$ cat src/rtl/cati_map.svh
// Purpose: offsets, field positions and counts of the counter array
// Assumes: byte-wide register port, 100 MHz CLK
// Notes:   definitions only
`ifndef CATI_MAP_SVH
`define CATI_MAP_SVH
// ****************************************
// register offsets
// ****************************************
`define CATI_A_CNT_LO   8'h00
`define CATI_A_CNT_HI   8'h01
`define CATI_A_MODE     8'h02
`define CATI_A_FLAGS    8'h03
`define CATI_A_PWM      8'h04
`define CATI_A_CHAN     8'h05
`define CATI_A_IEN      8'h06
// ****************************************
// field positions
// ****************************************
`define CATI_MODE_IDLE  7
`define CATI_MODE_WDOG  6
`define CATI_MODE_ECF   0
`define CATI_FLG_CF     7
`define CATI_FLG_INTERMEDIATE_OVERFLOW_FLAG   6
`define CATI_PWM_INTERMEDIATE_OVERFLOW_IRQ_ENABLE   6
`define CATI_IEN_GLOB   7
`define CATI_IEN_ARR    0
// ****************************************
// reset values and counts
// ****************************************
`define CATI_MODE_RST   8'h40
`define CATI_DIV12_LAST 4'hB
`define CATI_DIV4_LAST  2'h3
`define CATI_DIV8_LAST  3'h7
`define CATI_CNT_MAX    16'hFFFF
`endif

$ cat src/rtl/cati_pkg.sv
// Purpose: types shared by the counter array
// Assumes: constants live in cati_map.svh
// Notes:   selector codes follow the timebase table
package cati_pkg;
    typedef enum logic [2:0] {
        CATI_TB_DIV12 = 3'h0,
        CATI_TB_DIV4  = 3'h1,
        CATI_TB_T0OVF = 3'h2,
        CATI_TB_ECI   = 3'h3,
        CATI_TB_SYS   = 3'h4,
        CATI_TB_EXTO  = 3'h5,
        CATI_TB_LFO   = 3'h6,
        CATI_TB_RSVD  = 3'h7
    } cati_tb_t;
    typedef logic [7:0] cati_byte_t;
endpackage : cati_pkg

$ cat src/rtl/cati_top.sv
// Purpose: 16-bit counter array with selectable timebase and one irq
// Assumes: one 100 MHz clock; pins and oscillators are asynchronous
// Notes:   channel mode logic sits outside; it reports events here
// Operation
// 16-bit count as high and low bytes
// low read latches high into snapshot
// reads never disturb counting
// three-bit selector picks tick source
// count external input falling edges
// asynchronous sources synchronised before use
// wrap from max sets overflow flag
// overflow irq only when its enable set
// overflow flag cleared only by software
// idle ignored when idle-suspend clear
// intermediate flag from bit 8..11 carry
// each channel owns an event flag
// flags set regardless of enables
// five enabled flags merged into one irq
// irq needs global and array enable
// count is shared channel timebase
// watchdog mode at reset restricts access
// pwm bits 1:0 choose cycle length
// one step per tick, reserved none
// idle-suspend set stops count in idle
//
// Implementation choices: the placing of the registers and the address-and-strobe port.
`timescale 1ns/1ns
`include "cati_map.svh"
module cati_top (
    input  wire logic              CLK,      // system clock
    input  wire logic              RST_N,    // async reset, low
    input  wire logic [7:0]        ADDR,     // register address
    input  wire cati_pkg::cati_byte_t WDATA, // write data
    input  wire logic              WR,       // write strobe
    input  wire logic              RD,       // read strobe
    output logic      [7:0]        RDATA,    // read data, cycle after
    input  wire logic              CPU_IDLE, // processor idle level
    input  wire logic              T0_OVF,   // other timer overflow pulse
    input  wire logic              ECI_IN,   // external count pin
    input  wire logic              EXT_OSC,  // external oscillator
    input  wire logic              LF_OSC,   // low-frequency oscillator
    input  wire logic [2:0]        CHAN_EVT, // channel event levels
    output logic      [15:0]       TIMEBASE, // count for channels
    output logic      [2:0]        CHAN_IO_O,  // channel line values
    output logic      [2:0]        CHAN_IO_OE, // channel line enables
    output logic                   WDOG_ON,  // watchdog mode active
    output logic                   IRQ       // combined interrupt
);
    import cati_pkg::*;

    // ****************************************
    // input synchronisers
    // ****************************************
    logic [5:0] raw_in;
    logic [5:0] s1_r;
    logic [5:0] s2_r;
    logic [5:0] s3_r;
    assign raw_in = {CHAN_EVT, LF_OSC, EXT_OSC, ECI_IN};

    // two flops per async bit, a third only for edge detection
    genvar gi;
    generate
        for (gi = 0; gi < 6; gi++) begin : g_sync
            always_ff @(posedge CLK or negedge RST_N) begin
                if (!RST_N) begin
                    s1_r[gi] <= 1'b0;
                    s2_r[gi] <= 1'b0;
                    s3_r[gi] <= 1'b0;
                end else begin
                    s1_r[gi] <= raw_in[gi];
                    s2_r[gi] <= s1_r[gi];
                    s3_r[gi] <= s2_r[gi];
                end
            end
        end
    endgenerate

    logic       eci_fall;
    logic       exto_rise;
    logic       lfo_rise;
    logic [2:0] chan_rise;
    assign eci_fall  = s3_r[0] & ~s2_r[0];
    assign exto_rise = s2_r[1] & ~s3_r[1];
    assign lfo_rise  = s2_r[2] & ~s3_r[2];
    assign chan_rise = s2_r[5:3] & ~s3_r[5:3];

    // ****************************************
    // registers
    // ****************************************
    logic [15:0] cnt_r, cnt_nxt;
    logic [7:0]  snap_r, snap_nxt;
    logic [7:0]  mode_r, mode_nxt;
    logic [7:0]  flg_r, flg_nxt;
    logic [7:0]  pwm_r, pwm_nxt;
    logic [7:0]  chan_r, chan_nxt;
    logic [7:0]  ien_r, ien_nxt;
    logic [7:0]  rd_nxt;
    logic [3:0]  p12_r, p12_nxt;
    logic [1:0]  p4_r, p4_nxt;
    logic [2:0]  pe_r, pe_nxt;
    logic [2:0]  pl_r, pl_nxt;
    logic        irq_nxt;

    cati_tb_t sel;
    logic     tick;
    logic     run;
    logic     inc;
    logic     cnt_wr;
    logic     mid_carry;
    logic     wdog;
    logic     ovf_clr;
    assign sel  = cati_tb_t'(mode_r[3:1]);
    assign wdog = mode_r[`CATI_MODE_WDOG];

    // idle only halts the count when suspend is requested
    assign run = ~(mode_r[`CATI_MODE_IDLE] & CPU_IDLE); // see

    // tick source mux, reserved code yields nothing
    always_comb begin
        case (sel)
            CATI_TB_DIV12: tick = (p12_r == `CATI_DIV12_LAST);
            CATI_TB_DIV4:  tick = (p4_r == `CATI_DIV4_LAST);
            CATI_TB_T0OVF: tick = T0_OVF;
            CATI_TB_ECI:   tick = eci_fall;
            CATI_TB_SYS:   tick = 1'b1;
            CATI_TB_EXTO:  tick = exto_rise && (pe_r == `CATI_DIV8_LAST);
            CATI_TB_LFO:   tick = lfo_rise && (pl_r == `CATI_DIV8_LAST);
            default:       tick = 1'b0;
        endcase
    end

    // a write to a count byte wins over a tick in the same cycle
    assign cnt_wr = WR && !wdog &&
                    (ADDR == `CATI_A_CNT_LO || ADDR == `CATI_A_CNT_HI);
    assign inc    = tick && run && !cnt_wr;

    // carry out of bit 7..10, picked by the cycle length field
    always_comb begin
        case (pwm_r[1:0])
            2'h0:    mid_carry = &cnt_r[7:0];
            2'h1:    mid_carry = &cnt_r[8:0];
            2'h2:    mid_carry = &cnt_r[9:0];
            default: mid_carry = &cnt_r[10:0];
        endcase
    end

    assign ovf_clr = WR && ADDR == `CATI_A_FLAGS;

    // ****************************************
    // next-state logic
    // ****************************************
    always_comb begin
        p12_nxt  = (p12_r == `CATI_DIV12_LAST) ? 4'h0 : p12_r + 4'h1;
        p4_nxt   = p4_r + 2'h1;
        pe_nxt   = exto_rise ? pe_r + 3'h1 : pe_r;
        pl_nxt   = lfo_rise ? pl_r + 3'h1 : pl_r;
        cnt_nxt  = cnt_r;
        snap_nxt = snap_r;
        mode_nxt = mode_r;
        flg_nxt  = flg_r;
        pwm_nxt  = pwm_r;
        chan_nxt = chan_r;
        ien_nxt  = ien_r;
        rd_nxt   = RDATA;
        // software writes; while watchdog is on the count is locked and only its mode bit may change
        if (WR) begin
            if (ADDR == `CATI_A_CNT_LO) begin
                if (!wdog) cnt_nxt[7:0] = WDATA;
            end else if (ADDR == `CATI_A_CNT_HI) begin
                if (!wdog) cnt_nxt[15:8] = WDATA;
            end else if (ADDR == `CATI_A_MODE) begin
                if (wdog) mode_nxt[`CATI_MODE_WDOG] = WDATA[`CATI_MODE_WDOG];
                else mode_nxt = {WDATA[7:6], 2'h0, WDATA[3:0]};
            end else if (ADDR == `CATI_A_FLAGS) begin
                flg_nxt = flg_r & {WDATA[7:6], 3'h7, WDATA[2:0]};
                flg_nxt[5:3] = 3'h0;
            end else if (ADDR == `CATI_A_PWM) begin
                pwm_nxt = {1'b0, WDATA[6], 4'h0, WDATA[1:0]};
            end else if (ADDR == `CATI_A_CHAN) begin
                chan_nxt = {1'b0, WDATA[6:0]};
            end else if (ADDR == `CATI_A_IEN) begin
                ien_nxt = {WDATA[7], 6'h00, WDATA[0]};
            end
        end
        // counting; set of a flag wins over its clear
        if (inc) begin
            cnt_nxt = cnt_r + 16'h0001;                          // see
            if (cnt_r == `CATI_CNT_MAX) flg_nxt[`CATI_FLG_CF] = 1'b1; // see
            if (mid_carry) flg_nxt[`CATI_FLG_INTERMEDIATE_OVERFLOW_FLAG] = 1'b1;
        end
        flg_nxt[2:0] = flg_nxt[2:0] | chan_rise;                  // see
        // reads move data out and the low read loads the snapshot; the count is not touched
        if (RD) begin
            if (ADDR == `CATI_A_CNT_LO) begin
                rd_nxt   = cnt_r[7:0];
                snap_nxt = cnt_r[15:8];
            end else if (ADDR == `CATI_A_CNT_HI) begin
                rd_nxt = snap_r;
            end else if (ADDR == `CATI_A_MODE) begin
                rd_nxt = mode_r;
            end else if (ADDR == `CATI_A_FLAGS) begin
                rd_nxt = flg_r;
            end else if (ADDR == `CATI_A_PWM) begin
                rd_nxt = pwm_r;
            end else if (ADDR == `CATI_A_CHAN) begin
                rd_nxt = chan_r;
            end else if (ADDR == `CATI_A_IEN) begin
                rd_nxt = ien_r;
            end else begin
                rd_nxt = 8'h00;
            end
        end
        // five gated flags, then the two-level global gate
        irq_nxt = ((flg_r[`CATI_FLG_CF] & mode_r[`CATI_MODE_ECF]) |
                   (flg_r[`CATI_FLG_INTERMEDIATE_OVERFLOW_FLAG] & pwm_r[`CATI_PWM_INTERMEDIATE_OVERFLOW_IRQ_ENABLE]) |
                   |(flg_r[2:0] & chan_r[2:0]))
                  & ien_r[`CATI_IEN_GLOB] & ien_r[`CATI_IEN_ARR];
    end

    // ****************************************
    // state registers
    // ****************************************
    always_ff @(posedge CLK or negedge RST_N) begin
        if (!RST_N) begin
            cnt_r      <= 16'h0000;
            snap_r     <= 8'h00;
            mode_r     <= `CATI_MODE_RST;
            flg_r      <= 8'h00;
            pwm_r      <= 8'h00;
            chan_r     <= 8'h00;
            ien_r      <= 8'h00;
            p12_r      <= 4'h0;
            p4_r       <= 2'h0;
            pe_r       <= 3'h0;
            pl_r       <= 3'h0;
            RDATA      <= 8'h00;
            IRQ        <= 1'b0;
            TIMEBASE   <= 16'h0000;
            CHAN_IO_O  <= 3'h0;
            CHAN_IO_OE <= 3'h0;
            WDOG_ON    <= 1'b1;
        end else begin
            cnt_r      <= cnt_nxt;
            snap_r     <= snap_nxt;
            mode_r     <= mode_nxt;
            flg_r      <= flg_nxt;
            pwm_r      <= pwm_nxt;
            chan_r     <= chan_nxt;
            ien_r      <= ien_nxt;
            p12_r      <= p12_nxt;
            p4_r       <= p4_nxt;
            pe_r       <= pe_nxt;
            pl_r       <= pl_nxt;
            RDATA      <= rd_nxt;
            IRQ        <= irq_nxt;
            TIMEBASE   <= cnt_nxt;
            CHAN_IO_O  <= chan_nxt[6:4];
            CHAN_IO_OE <= chan_nxt[2:0];
            WDOG_ON    <= mode_nxt[`CATI_MODE_WDOG];
        end
    end

    // ****************************************
    // assertions
    // ****************************************
    a_ovf_flag_set: assert property (@(posedge CLK) disable iff (!RST_N)
        inc && cnt_r == 16'hFFFF |=> flg_r[7] && cnt_r == 16'h0000)
        else $error("overflow flag not set on wrap");
    a_count_step: assert property (@(posedge CLK) disable iff (!RST_N)
        inc |=> cnt_r == $past(cnt_r) + 16'h0001)
        else $error("count did not step by one");
    a_read_no_effect: assert property (@(posedge CLK) disable iff (!RST_N)
        RD && !cnt_wr |=> cnt_r == $past(cnt_r) + {15'h0000, $past(inc)})
        else $error("read disturbed the count");
    a_reserved_quiet: assert property (@(posedge CLK) disable iff (!RST_N)
        sel == CATI_TB_RSVD |-> !tick)
        else $error("reserved selector ticked");
    a_idle_hold: assert property (@(posedge CLK) disable iff (!RST_N)
        mode_r[7] && CPU_IDLE && !cnt_wr |=> cnt_r == $past(cnt_r))
        else $error("count moved in suspended idle");
    a_snap_read: assert property (@(posedge CLK) disable iff (!RST_N)
        RD && ADDR == 8'h00 ##1 RD && ADDR == 8'h01 |=> RDATA == $past(cnt_r[15:8], 2))
        else $error("high read missed the snapshot");
    a_div4_gap: assert property (@(posedge CLK) disable iff (!RST_N)
        sel == CATI_TB_DIV4 && tick && $stable(sel) |=> !tick [*3])
        else $error("divide by four ticked too often");
    a_ovf_sticky: assert property (@(posedge CLK) disable iff (!RST_N)
        flg_r[7] && !ovf_clr |=> flg_r[7])
        else $error("overflow flag dropped without software");
    a_irq_gate: assert property (@(posedge CLK) disable iff (!RST_N)
        !(ien_r[7] && ien_r[0]) |=> !IRQ)
        else $error("irq raised without both global enables");
    a_mid_flag: assert property (@(posedge CLK) disable iff (!RST_N)
        inc && pwm_r[1:0] == 2'h0 && cnt_r[7:0] == 8'hFF |=> flg_r[6])
        else $error("intermediate flag missed 8-bit carry");
    a_wdog_guard: assert property (@(posedge CLK) disable iff (!RST_N)
        wdog && WR && ADDR == `CATI_A_MODE |=> {mode_r[7], mode_r[5:0]} == $past({mode_r[7], mode_r[5:0]}))
        else $error("mode changed while watchdog on");
    a_ovf_irq_out: assert property (@(posedge CLK) disable iff (!RST_N)
        flg_r[`CATI_FLG_CF] && mode_r[`CATI_MODE_ECF] && ien_r[`CATI_IEN_GLOB] && ien_r[`CATI_IEN_ARR] |=> IRQ)
        else $error("enabled overflow flag gave no irq");
    // a channel edge must reach its flag even under a software clear
    a_chan_flag_set: assert property (@(posedge CLK) disable iff (!RST_N)
        |chan_rise |=> (flg_r[2:0] & $past(chan_rise)) == $past(chan_rise))
        else $error("channel event flag not set");

endmodule : cati_top

$ cat config.mk
export PLATFORM = sky130hd
export DESIGN_NAME = cati_top
export DESIGN_NICKNAME = d
export VERILOG_FILES = /design/src/rtl/cati_pkg.sv /design/src/rtl/cati_top.sv
export VERILOG_INCLUDE_DIRS = /design/src /design/src/rtl
export SDC_FILE = /design/constraint.sdc
export NUM_CORES = 1
export LEC_CHECK = 0
export BUFFER_PORTS_ARGS = -buffer_cell sky130_fd_sc_hd__clkbuf_2
export CAP_MARGIN = 15
export CORE_MARGIN = 2
export CORE_UTILIZATION = 40
export DETAILED_ROUTE_END_ITERATION = 6
export HOLD_SLACK_MARGIN = 0.02
export PLACE_DENSITY = 0.61
export SLEW_MARGIN = 20
export SYNTH_ARGS = -nofsm -noshare
export SYNTH_HDL_FRONTEND = slang
export SYNTH_SLANG_ARGS = --single-unit
$ cat constraint.sdc
create_clock -name CLK -period 4.51 [get_ports CLK]
set_clock_uncertainty 0.2 [all_clocks]
set_input_delay 0.2255 -clock CLK [delete_from_list [all_inputs] [get_ports CLK]]
set_output_delay 0.2255 -clock CLK [all_outputs]
set_load 0.05 [all_outputs]
# After elaboration in Yosys (flattened, before gate mapping)
# Cells that the tools add are included.
[totals]
register_bits = 92
in_bits = 28
elab_cells = 147
output_inout_bits = 32
[classes]
n_reduce_logical = 28
n_eq_ne = 21
n_addsub = 5
bitwise = 26
n_mux = 31
[ops]
columns = ["op", "count"]
rows = [
  ["2-to-1 mux 8 bit", 16],
  ["2-to-1 mux 7 bit", 7],
  ["2-to-1 mux 16 bit", 2],
  ["== test 8 x 3 -> 1 bit (second input constant)", 3],
  ["adder 16 x 1 -> 16 bit (second input constant)", 1],
  ["== test 16 bit (second input constant)", 1],
  ["== test 8 x 2 -> 1 bit (second input constant)", 2],
  ["AND reduction 8 bit", 2],
  ["== test 3 bit (second input constant)", 5],
  ["inverter 1 bit", 11],
  ["AND reduction 11 bit", 1],
  ["AND reduction 10 bit", 1],
  ["AND reduction 9 bit", 1],
  ["bitwise AND 1 bit", 8],
  ["bitwise AND 8 bit", 1],
  ["== test 8 x 1 -> 1 bit (second input constant)", 1],
  ["logical NOT 8 bit", 1],
  ["AND reduction 4 bit", 2],
  ["one-hot mux 1 bit (7 select lines)", 1],
  ["AND reduction 7 bit", 1],
  ["adder 3 x 1 -> 3 bit (second input constant)", 2],
  ["bitwise AND 3 bit", 2],
  ["== test 3 x 2 -> 1 bit (second input constant)", 2],
  ["logical AND 1 bit", 6],
  ["25 further kinds", 31],
]

# Depth between registers and ports, before layout
[depth]
ltp_word = 8
mapped_depth = 9
depth_no_buf = 8

# Least setup slack after synthesis
# OpenSTA, ideal clock, no wires.
[synth_timing]
path_type = "in2reg"
start = "input ADDR[7]"
end = "register ien_r[0]"
setup_slack_ps = 2158
arrival_ps = 2027
stages = 5
n_path_buf = 1
setup_time_ps = 125
required_ps = 4185
path_cell_list = "or4_4 > or3b_1 > buf_4 > or4_4 > mux2_4"
[synth_between]
elab_chain_cells = 3
word_cells_on_any_way = 14
classes_between = "6 x eq/ne; 6 x bitwise; 2 x reduce/logical"
[synth_rtl]
columns = ["item", "line_no", "text"]
rows = [
  ["start: declaration", "cati_top.sv:32", "input wire logic [7:0] ADDR,"],
  ["== test 8 x 3 -> 1 bit (no source line) (tied with other cells)", "-", ""],
  ["inverter 1 bit (no source line)", "-", ""],
  ["AND reduction 8 bit (no source line) *", "-", ""],
  ["end signal: assignment", "cati_top.sv:249", "ien_r <= ien_nxt;"],
  ["end: declaration", "cati_top.sv:96", "logic [7:0] ien_r, ien_nxt;"],
]
# Mark *: on every way between the ends. The rest lies on a longest branch, timed or not.
# A chain may end at the register's enable or synchronous reset.

# Worst setup path after layout
[layout_timing]
start = "register pl_r[0]"
end = "register cnt_r[7]"
[layout_between]
elab_chain_cells = 7
word_cells_on_any_way = 10
classes_between = "2 x eq/ne; 2 x mux; 6 x reduce/logical"
[layout_rtl]
columns = ["item", "line_no", "text"]
rows = [
  ["start: declaration", "cati_top.sv:101", "logic [2:0] pl_r, pl_nxt;"],
  ["start signal: assignment", "cati_top.sv:253", "pl_r <= pl_nxt;"],
  ["== test 3 bit (no source line) *", "-", ""],
  ["logical AND 1 bit *", "cati_top.sv:127", "CATI_TB_LFO: tick = lfo_rise && (pl_r == `CATI_DIV8_LAST);"],
  ["one-hot mux 1 bit (7 select lines) *", "cati_top.sv:120", "case (sel)"],
  ["logical AND 1 bit * (2 in series)", "cati_top.sv:135", "assign inc = tick && run && !cnt_wr;"],
  ["inequality test 2 x 1 -> 1 bit (no source line) or nonzero test 2 bit (tied branches)", "-", ""],
  ["AND reduction 3 bit (no source line)", "-", ""],
  ["end signal: assignment", "cati_top.sv:243", "cnt_r <= cnt_nxt;"],
  ["end: declaration", "cati_top.sv:90", "logic [15:0] cnt_r, cnt_nxt;"],
]
# Marks and branches as above.

==> impl_results.md <==
* Least-Margin Pin Slew at 0.844 ns
* Final period util at 0.603
* Dpl cells at between 500 and 600
* Worst min path class: in2reg
* Via count at 2967
* Routed len/inst at approximately 17 µm
* Status: complete, no violations
* Area growth, synth to finish at 17.6%
* Fin crit period at 2.72 ns
* Detail Placement HPWL at 7000 µm
* Final core utilization at 0.483
* Wirelength, routed at roughly 9600 µm
* R2R setup slack at around 1.8 ns
* Synth Flop Type: dfrtp_1
* Hold Violations, Final at 0
* Starting Density at 0.410
* Nature of the critical path startpoint: flop
* Dominant cell type by area after synthesis: dfrtp_1
* Antenna violations before repair at 0
* Share of the synthesized area in the top cell type at 0.533
* CP Cell Sequence: ha_1 > ha_1 > nor4bb_1 > or3_1 > nand4_1 > nor4_1 > xnor2_1 > o21ai_0
* Top cells by count, synth: dfrtp_1 (85), mux2_2 (35), o21ai_0 (31)
* Die width at 104 µm
* Fmax at 368 MHz
* Site Rows at 36
* Power Dens Cells at 422 nW/µm²
* Cell variety after synth at 47
* CP bufs+invs at 0
* Cells after Synth at 351
* Setup_tns at 0 ns
* Vias in the first global route at approximately 2900
* CP max FO at 12
* Peak VDD IR at 0.000184 V
* Worst Setup End Kind: flop
* DRC Markers at 0
* Vias/cell at 5.34
* Placer congestion estimate at 0.869
* Die span in y at 104 µm
* First-pass GRT wire length at 15900 µm
* Mapped Nets at 387
* Most frequent CP cell: ha_1
* Setup CP Type: reg2reg
* Slew margin rel. at 0.432
* Placeable Area at 9730 µm²
* Pre-antenna DRT Iters at 4
* Grt total ovfl at 0
* Layout cells sized above 1 at 0.286
* I/O Buffers at between 50 and 60
* H-tree depth at 3
* Most frequent cell after synthesis: dfrtp_1
* Leakage power at 2.09 nW
* Avg Inst Size Synth at approximately 11 µm²
* Design area at 4690 µm²
* Clk buf depth at 2
* #FFs+latches synth at 86
* CTS tree: built
* Crit path required time at 4.54 ns
* Max Cap Viol at 0
* Final #Nets at 454
* DRC marker count from the first detailed-route iteration at 241
* Final non-filler cell total at around 560
* Final setup fails at 0
* Die Area at 10800 µm²
* I/O Pins at 60
* Post-synth EDFFs at 0
* Final Slew Violations at 0
* Postcts setup bufs at 0
* Ys Warns at 0
* Cell area after synthesis at between 3000 and 4000 µm²
* Top cells by area, synth: dfrtp_1 (53%), mux2_2 (9.9%), o21ai_0 (3.9%), nand2_1 (2.8%), xnor2_1 (2.6%)
* Inserted Diodes at 0
* ANT nets after route at 0
* Arr. time, crit path at 2.75 ns
* CTS clock-pin slew for the worst setup and hold paths at approximately 0.090 ns
* Num CTS Buffers at 9
* Sequential area share after synthesis at 0.539
* Largest net degree at the start of global routing at 87
* CP max stage cell: nor4_1
* Unrepaired setup endpoints after global routing: no
* Global-route usage over all layers at 0.191
* Area post-placement at 4360 µm²
* CP top delay family: simple AND/OR/NAND/NOR gates
* Worst hold margin at 0.0269 ns
* Clk root buf: clkbuf_8
* Async SR Flop Fraction at 1.00
* CP max stage delay at approximately 0.56 ns
* Insertion delay to the later sink of the worst-skew pair at 0.37 ns
* TritonCTS Sinks at 86
routing by layer:
layer	GRT usage	share of wire	up-vias
met5	0	0	-
met1	0.279	0.49	1469
met3	0.0420	0.058	17
met4	0.0956	0.020	0
li1	-	-	1397
met2	0.267	0.44	84
sequential cells by signal, summed over array words and instances, names as in the netlist:
signal / flops
s2_r: 6
chan_r: 3
pl_r: 3
flg_r: 5
p12_r: 4
pwm_r: 3
mode_r: 6
RDATA: 8
pe_r: 3
p4_r: 2
ien_r: 2
s1_r: 6
snap_r: 8
IRQ: 1
cnt_r: 16
CHAN_IO_O: 2
CHAN_IO_OE: 2
s3_r: 6
area by class of cell:
type                       count  area, µm²
fill                         932       5030
clock buffer                  10        138
clock inverter                 6       51.3
tap                          133        166
multi-input combinational    234       1690
timing repair buffer          73        442
sequential                    86       2150
inverter                      14       52.6
logic make-up after synthesis:
family	synth area share
flip-flops	0.539
multiplexers	0.128
adder cells (fa/ha/maj)	0.0251
AND/OR/NAND/NOR	0.138
buffers and inverters	0.0370
XOR/XNOR	0.0351
AO/OA/AOI/OAI	0.0981
worst register-to-register path: stages, from the launching register on:
cell and delay [ns]:
dfrtp_1 0.37, ha_1 0.15, ha_1 0.12, nor4bb_1 0.25, or3_1 0.16, nand4_1 0.51, nor4_1 0.57, xnor2_1 0.17
o21ai_0 0.08
cell usage in the layout, fill, tap and decap left out, types with 12 or more instances in the layout:
master / Yosys / final
inv_1: 14 / 14
o21ai_0: 31 / 31
nand2_1: 30 / 30
clkbuf_2: 0 / 58
a21oi_1: 12 / 12
mux2_2: 35 / 35
dfrtp_1: 85 / 85
dlygate4sd3_1: 0 / 14
xnor2_1: 12 / 12
nor2_1: 18 / 18
worst paths after layout:
check | start | to | cells past startpoint
max in group asynchronous | RST_N | cnt_r[3]$_DFFE_PN0P_ | 2
worst max register to register | pl_r[0]$_DFFE_PN0P_ | cnt_r[7]$_DFFE_PN0P_ | 8
min in group asynchronous | RST_N | cnt_r[11]$_DFFE_PN0P_ | 2
worst min register to register | s1_r[3]$_DFF_PN0_ | s2_r[3]$_DFF_PN0_ | 0
worst min-delay path | WDATA[0] | cnt_r[0]$_DFFE_PN0P_ | 3
worst max-delay path | pl_r[0]$_DFFE_PN0P_ | cnt_r[7]$_DFFE_PN0P_ | 8
metrics by stage:
stage	total power [mW]	setup WS (ns)
after global placement	1.46	1.79
final	1.98	1.79
after global routing	2.09	1.56
after detailed placement	1.47	1.74
after CTS	2.00	1.78
after floorplan	1.31	2.16
where the power goes:
group	total (mW)	internal, mW	switching, mW
sequential	0.970	0.863	0.107
combinational	0.493	0.175	0.318
clock	0.517	0.223	0.294
total	1.98	1.26	0.718
what timing repair did:
item,4_1_cts,5_1_grt
endpoints found under the setup margin,0,0
endpoints found under the hold margin,107,0
gates resized for setup,0,0
hold buffers,14,0
(Power assumes the default switching activity.)
